<file path="config.mk">
export PLATFORM = sky130hd
export DESIGN_NAME = sor_output_ctrl
export DESIGN_NICKNAME = d
export VERILOG_FILES = /design/src/common/sor_pkg.sv /design/src/verilog/sor_output_ctrl.sv
export VERILOG_INCLUDE_DIRS = /design/src /design/src/common
export SDC_FILE = /design/constraint.sdc
export NUM_CORES = 1
export LEC_CHECK = 0
export ABC_AREA = 1
export BUFFER_PORTS_ARGS = -buffer_cell sky130_fd_sc_hd__buf_2
export CAP_MARGIN = 20
export CORE_MARGIN = 8
export CORE_UTILIZATION = 61
export DETAILED_ROUTE_END_ITERATION = 6
export GPL_TIMING_DRIVEN = 0
export HOLD_SLACK_MARGIN = 0.1
export PLACE_DENSITY = 0.87
export SLEW_MARGIN = 5
export SYNTH_ARGS = -nofsm -noshare
export SYNTH_HDL_FRONTEND = slang
export SYNTH_SLANG_ARGS = --single-unit
</file>
<file path="constraint.sdc">
create_clock -name clk -period 1.7 [get_ports clk]
set_input_delay 0.17 -clock clk [delete_from_list [all_inputs] [get_ports clk]]
set_output_delay 0.17 -clock clk [all_outputs]
set_load 0.005 [all_outputs]
</file>
<file path="src/common/sor_params.svh">
// Timing counts and sizes for the safety output restart and test block.
// Assumes a 100 MHz system clock; included by the package and the design.
`ifndef SOR_PARAMS_SVH
`define SOR_PARAMS_SVH
`define SOR_NUM_OUT 4
`define SOR_NUM_SRC 16
`define SOR_CLK_MHZ 100
`define SOR_DIP_US 2
`define SOR_DIP_CYC (`SOR_DIP_US * `SOR_CLK_MHZ)
`define SOR_DIP_W 8
`define SOR_DIP_PERIOD_MS 10
`define SOR_DIP_PERIOD_CYC (`SOR_DIP_PERIOD_MS * 1000 * `SOR_CLK_MHZ)
`define SOR_RELAY_MS 12
`define SOR_RELAY_CYC (`SOR_RELAY_MS * 1000 * `SOR_CLK_MHZ)
`define SOR_LONG_W 21
`define SOR_DEB_US 10
`define SOR_DEB_CYC (`SOR_DEB_US * `SOR_CLK_MHZ)
`define SOR_DEB_W 10
`define SOR_SLOT_US 5
`define SOR_SLOT_CYC (`SOR_SLOT_US * `SOR_CLK_MHZ)
`define SOR_SLOT_W 9
`define SOR_TEST_RESET 4'he
`endif

</file>
<file path="src/common/sor_pkg.sv">
// Types for the safety output restart and test block.
// Assumes sor_params.svh is on the include path.
`include "sor_params.svh"
package sor_pkg;
  typedef enum logic [1:0] {
    SOR_RM_AUTO, SOR_RM_MANUAL, SOR_RM_MONITORED
  } sor_restart_e;
  typedef enum logic [1:0] {
    SOR_GRP_4SINGLE, SOR_GRP_2DUAL, SOR_GRP_DUAL_2SINGLE
  } sor_group_e;
  typedef enum logic [1:0] {
    SOR_RS_WAIT, SOR_RS_SAWHIGH, SOR_RS_GRANT
  } sor_rstate_e;
  typedef enum logic [1:0] {
    SOR_SRC_INPUT, SOR_SRC_OUTPUT, SOR_SRC_NODE
  } sor_src_e;
  typedef struct packed {
    sor_group_e group;
    sor_restart_e [`SOR_NUM_OUT-1:0] restart;
    logic [`SOR_NUM_OUT-1:0] relayAttached;
    sor_src_e statusSrc;
    logic [3:0] statusIdx;
  } sor_cfg_s;
  typedef struct packed {
    logic safeState;
    logic dipFault;
    logic relayFault;
    logic [`SOR_NUM_OUT-1:0] shortFault;
  } sor_fault_s;
endpackage : sor_pkg

</file>
<file path="src/verilog/sor_output_ctrl.sv">
// Safety output group: restart modes, dip test, short test, status pin.
// Assumes synchronous pins, one 100 MHz clock, static configuration.
//
// Behaviour
// - Status pin follows a selected input, output or logic node.
// - Short-test outputs pulse in turn; looped-back inputs must follow.
// - Each active safety output is dipped low briefly and checked.
// - Any dip test mismatch forces the whole block into safe state.
// - Dip test catches stuck low, stuck high and shorted outputs.
// - Four outputs group as 4 single, 2 dual or 1 dual plus 2 single.
// - Each channel has its own feedback input; dual drives two outputs.
// - Automatic restart: output on only while restart feedback is high.
// - Manual restart: output on only after feedback rising edge.
// - Monitored restart: output on only after a high-then-low pulse.
// - Relay contact monitored through its feedback contact.
// - Relay-fed outputs get the relay switching time added to checks.
`timescale 1ns/10ps
`include "sor_params.svh"
module sor_output_ctrl #(
  parameter int unsigned DIP_PERIOD_CYC = `SOR_DIP_PERIOD_CYC,
  parameter int unsigned RELAY_CYC = `SOR_RELAY_CYC
) (
  // Clock and reset
  input wire logic clk,
  input wire logic resetn,
  // Configuration
  input sor_pkg::sor_cfg_s cfg,
  // Logic demand and restart feedback, one per channel head
  input wire logic [`SOR_NUM_OUT-1:0] logicDemand,
  input wire logic [`SOR_NUM_OUT-1:0] restartFbk,
  // Safety switching outputs and their readback
  output logic [`SOR_NUM_OUT-1:0] safetyOut,
  input wire logic [`SOR_NUM_OUT-1:0] safetyReadback,
  // Relay module feedback contacts
  input wire logic [`SOR_NUM_OUT-1:0] relayFbk,
  // Short test
  output logic [`SOR_NUM_OUT-1:0] testOut,
  input wire logic [`SOR_NUM_OUT-1:0] testIn,
  input wire logic [`SOR_NUM_OUT-1:0] shortClr,
  // Status indicator sources
  input wire logic [`SOR_NUM_SRC-1:0] genIn,
  input wire logic [`SOR_NUM_SRC-1:0] nodeIn,
  output logic statusOut,
  // Faults
  output sor_pkg::sor_fault_s fault
);
  localparam int N = `SOR_NUM_OUT;
  localparam logic [`SOR_LONG_W-1:0] PeriodLast =
    `SOR_LONG_W'(DIP_PERIOD_CYC - 1);
  localparam logic [`SOR_LONG_W-1:0] RelayDone =
    `SOR_LONG_W'(RELAY_CYC - 1);
  localparam logic [`SOR_DIP_W-1:0] DipLast = `SOR_DIP_W'(`SOR_DIP_CYC - 1);
  localparam logic [`SOR_DEB_W-1:0] DebLast = `SOR_DEB_W'(`SOR_DEB_CYC - 1);
  localparam logic [`SOR_SLOT_W-1:0] SlotLast =
    `SOR_SLOT_W'(`SOR_SLOT_CYC - 1);

  function automatic logic [1:0] headOf(input sor_pkg::sor_group_e g,
                                        input logic [1:0] o);
    case (g)
      sor_pkg::SOR_GRP_2DUAL: headOf = {o[1], 1'b0};
      sor_pkg::SOR_GRP_DUAL_2SINGLE: headOf = (o == 2'h1) ? 2'h0 : o;
      default: headOf = o;
    endcase
  endfunction : headOf

  logic [N-1:0] sync1_q, sync2_q, fbkStable_q, fbkPrev_q;
  logic [N-1:0] fbkRise, fbkFall, chanOn, want, wantPrev_q, dipMask;
  logic [N-1:0] safetyOut_q, outPrev_q, relayMismatch;
  logic [N-1:0] testOut_q, shortFault_q;
  logic [`SOR_DEB_W-1:0] debCnt_q [N];
  logic [`SOR_LONG_W-1:0] relCnt_q [N];
  logic [`SOR_LONG_W-1:0] periodCnt_q;
  logic [`SOR_DIP_W-1:0] dipCnt_q;
  logic [`SOR_SLOT_W-1:0] slotCnt_q;
  logic [1:0] dipIdx_q, slot_q;
  sor_pkg::sor_rstate_e rs_q [N];
  logic dipBusy_q, safe_q, dipFault_q, relayFault_q, statusOut_q;
  logic periodWrap, dipActive, checkNow, dipMismatch, relayErr, slotEnd;
  logic nodePick;

  // Two-flop sync, then the first flop is read by nothing else
  always_ff @(posedge clk or negedge resetn) begin
    if (!resetn) begin
      sync1_q <= '0;
      sync2_q <= '0;
    end else begin
      sync1_q <= restartFbk;
      sync2_q <= sync1_q;
    end
  end

  // Level must hold a full debounce window before it is believed
  always_ff @(posedge clk or negedge resetn) begin
    if (!resetn) begin
      fbkStable_q <= '0;
      fbkPrev_q <= '0;
      for (int i = 0; i < N; i++) debCnt_q[i] <= '0;
    end else begin
      fbkPrev_q <= fbkStable_q;
      for (int i = 0; i < N; i++) begin
        if (sync2_q[i] == fbkStable_q[i]) begin
          debCnt_q[i] <= '0;
        end else if (debCnt_q[i] == DebLast) begin
          fbkStable_q[i] <= sync2_q[i];
          debCnt_q[i] <= '0;
        end else begin
          debCnt_q[i] <= debCnt_q[i] + 1'b1;
        end
      end
    end
  end

  assign fbkRise = fbkStable_q & ~fbkPrev_q;
  assign fbkFall = ~fbkStable_q & fbkPrev_q;

  // Restart sequence per channel; losing demand re-arms it
  always_ff @(posedge clk or negedge resetn) begin
    if (!resetn) begin
      for (int c = 0; c < N; c++) rs_q[c] <= sor_pkg::SOR_RS_WAIT;
    end else begin
      for (int c = 0; c < N; c++) begin
        if (!logicDemand[c] || safe_q) begin
          rs_q[c] <= sor_pkg::SOR_RS_WAIT;
        end else begin
          case (cfg.restart[c])
            sor_pkg::SOR_RM_MANUAL: begin
              if (rs_q[c] == sor_pkg::SOR_RS_WAIT && fbkRise[c])
                rs_q[c] <= sor_pkg::SOR_RS_GRANT;
            end
            sor_pkg::SOR_RM_MONITORED: begin
              if (rs_q[c] == sor_pkg::SOR_RS_WAIT && fbkRise[c])
                rs_q[c] <= sor_pkg::SOR_RS_SAWHIGH;
              else if (rs_q[c] == sor_pkg::SOR_RS_SAWHIGH && fbkFall[c])
                rs_q[c] <= sor_pkg::SOR_RS_GRANT;
            end
            default: rs_q[c] <= sor_pkg::SOR_RS_WAIT;
          endcase
        end
      end
    end
  end

  always_comb begin
    for (int c = 0; c < N; c++) begin
      chanOn[c] = logicDemand[c] && !safe_q &&
        ((cfg.restart[c] == sor_pkg::SOR_RM_AUTO) ? fbkStable_q[c]
         : (rs_q[c] == sor_pkg::SOR_RS_GRANT));
    end
    for (int i = 0; i < N; i++) begin
      want[i] = chanOn[headOf(cfg.group, 2'(i))];
    end
  end

  // Dip test: one output at a time, only those currently on
  assign periodWrap = (periodCnt_q == PeriodLast);
  assign dipActive = dipBusy_q && want[dipIdx_q];
  assign dipMask = dipActive ? (4'h1 << dipIdx_q) : '0;

  always_ff @(posedge clk or negedge resetn) begin
    if (!resetn) periodCnt_q <= '0;
    else periodCnt_q <= periodWrap ? '0 : periodCnt_q + 1'b1;
  end

  always_ff @(posedge clk or negedge resetn) begin
    if (!resetn) begin
      dipBusy_q <= 1'b0;
      dipIdx_q <= '0;
      dipCnt_q <= '0;
    end else if (periodWrap && !dipBusy_q) begin
      dipBusy_q <= 1'b1;
      dipIdx_q <= '0;
      dipCnt_q <= '0;
    end else if (dipBusy_q) begin
      if (dipActive && dipCnt_q != DipLast) begin
        dipCnt_q <= dipCnt_q + 1'b1;
      end else begin
        dipCnt_q <= '0;
        dipIdx_q <= dipIdx_q + 2'h1;
        if (dipIdx_q == 2'h3) dipBusy_q <= 1'b0;
      end
    end
  end

  // Sample only where the drive has settled; a switching edge is skipped
  assign checkNow = ((periodWrap && !dipBusy_q) ||
                     (dipActive && dipCnt_q == DipLast)) &&
                    (safetyOut_q == outPrev_q);
  assign dipMismatch = checkNow && (safetyReadback != safetyOut_q);

  always_ff @(posedge clk or negedge resetn) begin
    if (!resetn) begin
      safetyOut_q <= '0;
      outPrev_q <= '0;
    end else begin
      safetyOut_q <= want & ~dipMask;
      outPrev_q <= safetyOut_q;
    end
  end

  // Relay check waits out the relay switching time after each change
  always_ff @(posedge clk or negedge resetn) begin
    if (!resetn) begin
      wantPrev_q <= '0;
      for (int i = 0; i < N; i++) relCnt_q[i] <= '0;
    end else begin
      wantPrev_q <= want;
      for (int i = 0; i < N; i++) begin
        if (want[i] != wantPrev_q[i]) relCnt_q[i] <= '0;
        else if (relCnt_q[i] != RelayDone)
          relCnt_q[i] <= relCnt_q[i] + 1'b1;
      end
    end
  end

  always_comb begin
    for (int i = 0; i < N; i++) begin
      relayMismatch[i] = cfg.relayAttached[i] && relCnt_q[i] == RelayDone &&
        (relayFbk[i] == wantPrev_q[i]);
    end
  end
  assign relayErr = |relayMismatch;

  // Safe state is sticky; only a reset leaves it
  always_ff @(posedge clk or negedge resetn) begin
    if (!resetn) begin
      safe_q <= 1'b0;
      dipFault_q <= 1'b0;
      relayFault_q <= 1'b0;
    end else begin
      safe_q <= safe_q | dipMismatch | relayErr;
      dipFault_q <= dipFault_q | dipMismatch;
      relayFault_q <= relayFault_q | relayErr;
    end
  end

  // Short test: one line low per slot, each testIn is the wired
  // parallel group of inputs on that line
  assign slotEnd = (slotCnt_q == SlotLast);

  always_ff @(posedge clk or negedge resetn) begin
    if (!resetn) begin
      slotCnt_q <= '0;
      slot_q <= '0;
      testOut_q <= `SOR_TEST_RESET;
    end else if (slotEnd) begin
      slotCnt_q <= '0;
      slot_q <= slot_q + 2'h1;
      testOut_q <= ~(4'h1 << (slot_q + 2'h1));
    end else begin
      slotCnt_q <= slotCnt_q + 1'b1;
    end
  end

  // Set wins over a clear in the same cycle
  always_ff @(posedge clk or negedge resetn) begin
    if (!resetn) shortFault_q <= '0;
    else shortFault_q <= (shortFault_q & ~shortClr) |
      ({N{slotEnd}} & (testIn ^ testOut_q));
  end

  assign nodePick = nodeIn[cfg.statusIdx];

  always_ff @(posedge clk or negedge resetn) begin
    if (!resetn) begin
      statusOut_q <= 1'b0;
    end else begin
      case (cfg.statusSrc)
        sor_pkg::SOR_SRC_INPUT: statusOut_q <= genIn[cfg.statusIdx];
        sor_pkg::SOR_SRC_OUTPUT:
          statusOut_q <= safetyOut_q[cfg.statusIdx[1:0]];
        sor_pkg::SOR_SRC_NODE: statusOut_q <= nodePick;
        default: statusOut_q <= 1'b0;
      endcase
    end
  end

  assign safetyOut = safetyOut_q;
  assign testOut = testOut_q;
  assign statusOut = statusOut_q;
  assign fault = '{safeState: safe_q, dipFault: dipFault_q,
                   relayFault: relayFault_q, shortFault: shortFault_q};
endmodule : sor_output_ctrl

</file>
======== Yosys cells after proc, flatten, opt, wreduce, memory -nomap -nowiden ========
Cells that the tools add are included.
word-level totals
  bits in registers ....................... 215
  input bits .............................. 78
  output and inout port bits .............. 16
operators by class
  $lt $le $gt $ge ......................... 5
  bitwise logic cells ..................... 20
  eq/ne operators ......................... 60
  add/subtract/negate cells ............... 13
  shift operators ......................... 2
  mux-type cells .......................... 68
  reduce and logical (&&, ||, !) cells .... 66
operators with widths
  operator                                                number
  two-way mux 21 bit                                      9
  adder 21 x 1 -> 21 bit (second input constant)          5
  equality test 21 bit (second input constant)            4
  inequality test 21 bit (second input constant)          4
  two-way mux 10 bit                                      8
  adder 10 x 1 -> 10 bit (second input constant)          4
  equality test 10 bit (second input constant)            4
  two-way mux 2 bit                                       19
  logical AND 1 bit                                       30
  two-way mux 8 bit                                       3
  equality test 2 bit (second input constant)             11
  equality test 21 x 20 -> 1 bit (second input constant)  1
  bitwise AND 4 bit                                       5
  equality test 2 x 1 -> 1 bit (second input constant)    10
  NOT 4 bit                                               5
  logical NOT 2 bit                                       9
  AND reduction 2 bit                                     9
  two-way mux 1 bit                                       16
  inequality test 4 bit (second input constant)           4
  case mux 2 bit (2 select lines)                         4
  < comparator 2 x 3 -> 1 bit (second input constant)     4
  inequality test 3 bit (second input constant)           4
  nonzero test 2 bit                                      5
  adder 9 x 1 -> 9 bit (second input constant)            1
  25 further kinds                                        56

======== Longest topological paths before layout ========
  word-level depth ........................ 14
  depth in mapped cells ................... 13

======== Least setup slack after synthesis ========
No wires, ideal clock.
  kind .................................... flip-flop to flip-flop
  start ................................... reg relCnt_q[21] in the netlist's numbering
  end ..................................... reg relCnt_q[35] in the netlist's numbering
  data arrival time ....................... 1.420 ns
  path buffers ............................ 0
  library setup time ...................... 0.119 ns
  stages on the path, launching flop included .. 11
  path slack .............................. 0.161 ns
  path through ............................ dfrtp_1 ha_1 inv_1 nor2_4 inv_2 nor3_4 nand2_2 nor3_4 nand3_1 nand2_1 nor2_1
on the way
  cells in the longest elaborated chain, start to end .. 3
  elaborated cells on any way between the ends .. 5
  those cells by class .................... 1 x add/sub; 1 x eq/ne; 2 x mux; 1 x reduce/logical
RTL lines
  what                             RTL line                text
  start, declared                  sor_output_ctrl.sv:71   logic [`SOR_LONG_W-1:0] relCnt_q [N];
  start signal, assigned by index  sor_output_ctrl.sv:210  relCnt_q[i] <= relCnt_q[i] + 1'b1;
  adder 21 x 1 -> 21 bit           sor_output_ctrl.sv:210
  two-way mux 21 bit               sor_output_ctrl.sv:209  else if (relCnt_q[i] != RelayDone)
  two-way mux 21 bit               sor_output_ctrl.sv:208  if (want[i] != wantPrev_q[i]) relCnt_q[i] <= '0;
Parallel ways exist; a longest one is shown, timed or not. The select of a mux whose other input is x is not followed.
A chain may end at the register's enable or synchronous reset.

======== Final worst setup path ========
  start ................................... reg periodCnt_q[4]
  end ..................................... reg periodCnt_q[18]
on the way
  cells in the longest elaborated chain, start to end .. 2
  elaborated cells on any way between the ends .. 3
  those cells by class .................... 1 x add/sub; 1 x eq/ne; 1 x mux
RTL lines
  what                                                                      RTL line                                        text
  start, declared                                                           sor_output_ctrl.sv:72                           logic [`SOR_LONG_W-1:0] periodCnt_q;
  start signal, assigned                                                    sor_output_ctrl.sv:161                          else periodCnt_q <= periodWrap ? '0 : periodCnt_q + 1'b1;
  adder 21 x 1 -> 21 bit or equality test 21 x 20 -> 1 bit (tied branches)  sor_output_ctrl.sv:161, sor_output_ctrl.sv:155
  two-way mux 21 bit *                                                      sor_output_ctrl.sv:161
Every way passes the cells marked *; elsewhere a longest branch is shown, timed or not.

==> impl_metrics.json <==
{
  "fin_cells": 1910,
  "muxShareOfSynthArea_pct": 0.182,
  "clock-sinks": 215,
  "synth_nets": 1562,
  "hold_violations": 0,
  "crit_path_end_kind": "flop",
  "ys_dominant_reg_cell": "dfrtp_1",
  "clock_latency_ps": 530,
  "die_area_mm2": 0.0238,
  "syn_area_mm2": 0.0117,
  "p_per_area_mw_per_mm2": 1000,
  "area_delta_synth_final_pct": 27.0,
  "finalMaxSlewViolations": 0,
  "cts_max_path_buffers": 3,
  "wire_per_inst_um": 17.5,
  "ios": 94,
  "fmax_mhz": 514,
  "rows": 50,
  "synth_compound_area_share_pct": 9.52,
  "worst_slack_ps": -246,
  "gr-usage-all-layers_pct": 24.4,
  "yosysTopAreaCell": "dfrtp_1",
  "routed_wl_um": 33500,
  "avgSynthCellArea_um2": 8.05,
  "htree_levels": 1,
  "grt_pass1_vias": 10800,
  "min_path_type": "primary input to flop",
  "synthCells": 1452,
  "yosysSeqAreaShare_pct": 46.1,
  "drive_gt1_share_pct": 23.9,
  "dp_hpwl_um": 18100,
  "cts_tree": "yes",
  "cap_violations": 0,
  "synth_area_leaders": "dfrtp_1, nand2_1, inv_1",
  "yosysTopAreaCellShare_pct": 45.4,
  "dp_cells": 1781,
  "worstPathArrival_ps": 2340,
  "ant_nets": 0,
  "synth_top_family_by_area": "simple AND/OR/NAND/NOR gates",
  "grt_start_max_net_pins": 79,
  "fin_crit_ps": 1950,
  "vias": 11300,
  "drt-vias-per-instance": 5.90,
  "outcome": "finished, violations left",
  "nNetsFinal": 1768,
  "detail_route.iter0.violations": 1141,
  "fin_tns_setup_ps": -2470,
  "drc": 0,
  "cp-start-kind": "flop",
  "rsz0062_at_grt": "yes",
  "synth_xor_area_share_pct": 5.17,
  "relSlewSlack_pct": 62.2,
  "synth_edf_count": 0,
  "fillers": 1045,
  "cp_data_required_time_ps": 2090,
  "start_util_pct": 62.3,
  "synth.ff_latch_count": 215,
  "io_buffers": 93,
  "path_clk_slew_ps": 70,
  "synthAdderAreaFrac_pct": 3.43,
  "finalSetupViolCount": 47,
  "p_leak_nw": 7.12,
  "ys_warn_count": 0,
  "cts_buffers": 23,
  "ir_drop_v": 0.000805,
  "antenna_found_initial": 1,
  "core-area_mm2": 0.0188,
  "path_class": "flop to flop",
  "die_x_um": 154,
  "cp_max_fo": 5,
  "ys_types": 50,
  "gp_congestion": 0.920,
  "finalPower_mw": 14.9,
  "worstMarginPinSlew_ps": 567,
  "cts-root-buf": "clkbuf_16",
  "drt_pre_antenna_iters": 6,
  "clock_skew_ps": 21.4,
  "async_flop_share_pct": 100,
  "die-height_um": 154,
  "grt-ovfl-total": 0,
  "period_share_pct": 114,
  "synth-simple-area-share_pct": 27.4,
  "failed_checks": "setup timing",
  "grt_pass1_wl_um": 49500
}
==> sequential cells by signal (all words and copies together), names as in the netlist, 2 cells and up <==
register,cells
dipCnt_q,8
testOut,4
sync1_q,4
shortFault_q,4
fbkStable_q,4
periodCnt_q,21
debCnt_q,40
dipIdx_q,2
wantPrev_q,4
outPrev_q,4
slot_q,2
rs_q,8
relCnt_q,84
sync2_q,4
fbkPrev_q,4
safetyOut,4
slotCnt_q,9
==> stage by stage <==
stage	cell area, um^2	setup slack [ps]	hold slack (ps)	util, %
after floorplan	11700	161	-126	-
after global placement	12400	-3050	279	66.3
after detailed placement	12500	-205	172	66.6
after CTS	14200	-71.7	106	75.4
after global routing	14800	-426	161	79.1
final	14800	-246	111	79.1
==> worst paths after layout <==
kind / from / end / slack, ps / depth (start not counted)
worst max-delay path: periodCnt_q[4] / periodCnt_q[18] / -250 / 10
worst min-delay path: safetyReadback[0] / dipFault_q / 110 / 5
worst max register to register: periodCnt_q[4] / periodCnt_q[18] / -250 / 10
worst min register to register: sync1_q[1] / sync2_q[1] / 350 / 0
max in group asynchronous: resetn / relCnt_q[10] / 720 / 3
min in group asynchronous: resetn / relCnt_q[73] / 200 / 2
==> kinds of logic after synthesis <==
| kind of cell | Yosys count |
|---|---|
| AO/OA/AOI/OAI | 198 |
| XOR/XNOR | 69 |
| adder cells (fa/ha/maj) | 32 |
| buffers and inverters | 243 |
| flip-flops | 215 |
| multiplexers | 2 |
| AND/OR/NAND/NOR | 693 |
==> what timing repair did <==
action                     in CTS  in global routing
gates resized for setup        95                124
setup endpoints to repair     108                128
hold endpoints to repair      102                  0
hold buffers                   22                  0
gates cloned                    6                  2
pin swaps                      21                 61
setup buffers                  27                 31
==> routing by layer <==
layer	part of all wire, %	track usage (%)	wire, um	vias to the layer above
li1	-	-	-	5153
met4	5.5	9.47	1850	0
met1	37	28.8	12400	5307
met3	7.5	3.82	2510	173
met5	0	0	0	-
met2	50	43.9	16700	629
==> critical path: stages, from the launching register on <==
cell and delay, ps:
dfrtp_1 430, nand2_1 140, nor2_1 230, nand2_4 90
nor2_4 110, nand2_2 100, nor2_4 170, nand2_2 90
nor2_2 90, nor2_1 40, a21oi_1 300
==> Yosys cell counts (4+ instances only) <==
cell and n:
o21ai_0 78, nand2_1 263, a31oi_1 7, o21ai_2 6, dfrtp_1 212, nor3_2 6, buf_4 6, inv_1 221
nor4_1 18, nor2_2 10, nor3b_1 6, o21a_1 5, o22ai_1 12, xnor2_1 26, buf_2 5, nor3_1 53
nand4_1 44, ha_1 32, inv_2 6, a41oi_1 4, nor2_1 181, nor2_4 5, nand3_1 73, a21oi_1 71
xor2_1 43, nand3b_1 4, nand2_2 9, and3_1 7
==> where the power goes <==
part	switching, mW	internal [mW]
clock network	2.12	3.20
logic	1.87	1.28
registers	0.722	5.69
==> cell type report <==
cell class / count / area, um^2 / area share (%)
multi-input combinational: 994 / 6020 / 40.5
sequential: 215 / 5390 / 36.3
timing repair buffer: 180 / 1320 / 8.89
inverter: 227 / 875 / 5.89
clock buffer: 29 / 618 / 4.17
tap: 234 / 293 / 1.97
clock inverter: 13 / 179 / 1.21
buffer: 15 / 131 / 0.885
timing repair inverter: 2 / 15.0 / 0.101
antenna: 1 / 2.50 / 0.0169
==> cell usage in the layout, fill, tap and decap left out, types with 17 or more instances in the layout <==
master,instances
ha_1,28
nor2_2,17
nor3_1,49
nor2_1,164
a21oi_1,58
xor2_1,41
o21ai_2,18
nand3_1,56
nand4_1,44
nand2_2,30
o21ai_0,58
xnor2_1,25
buf_2,95
nand2_1,231
inv_1,216
dfrtp_1,206
dlygate4sd3_1,21
buf_4,55
clkbuf_16,24
(Power assumes the default switching activity.)
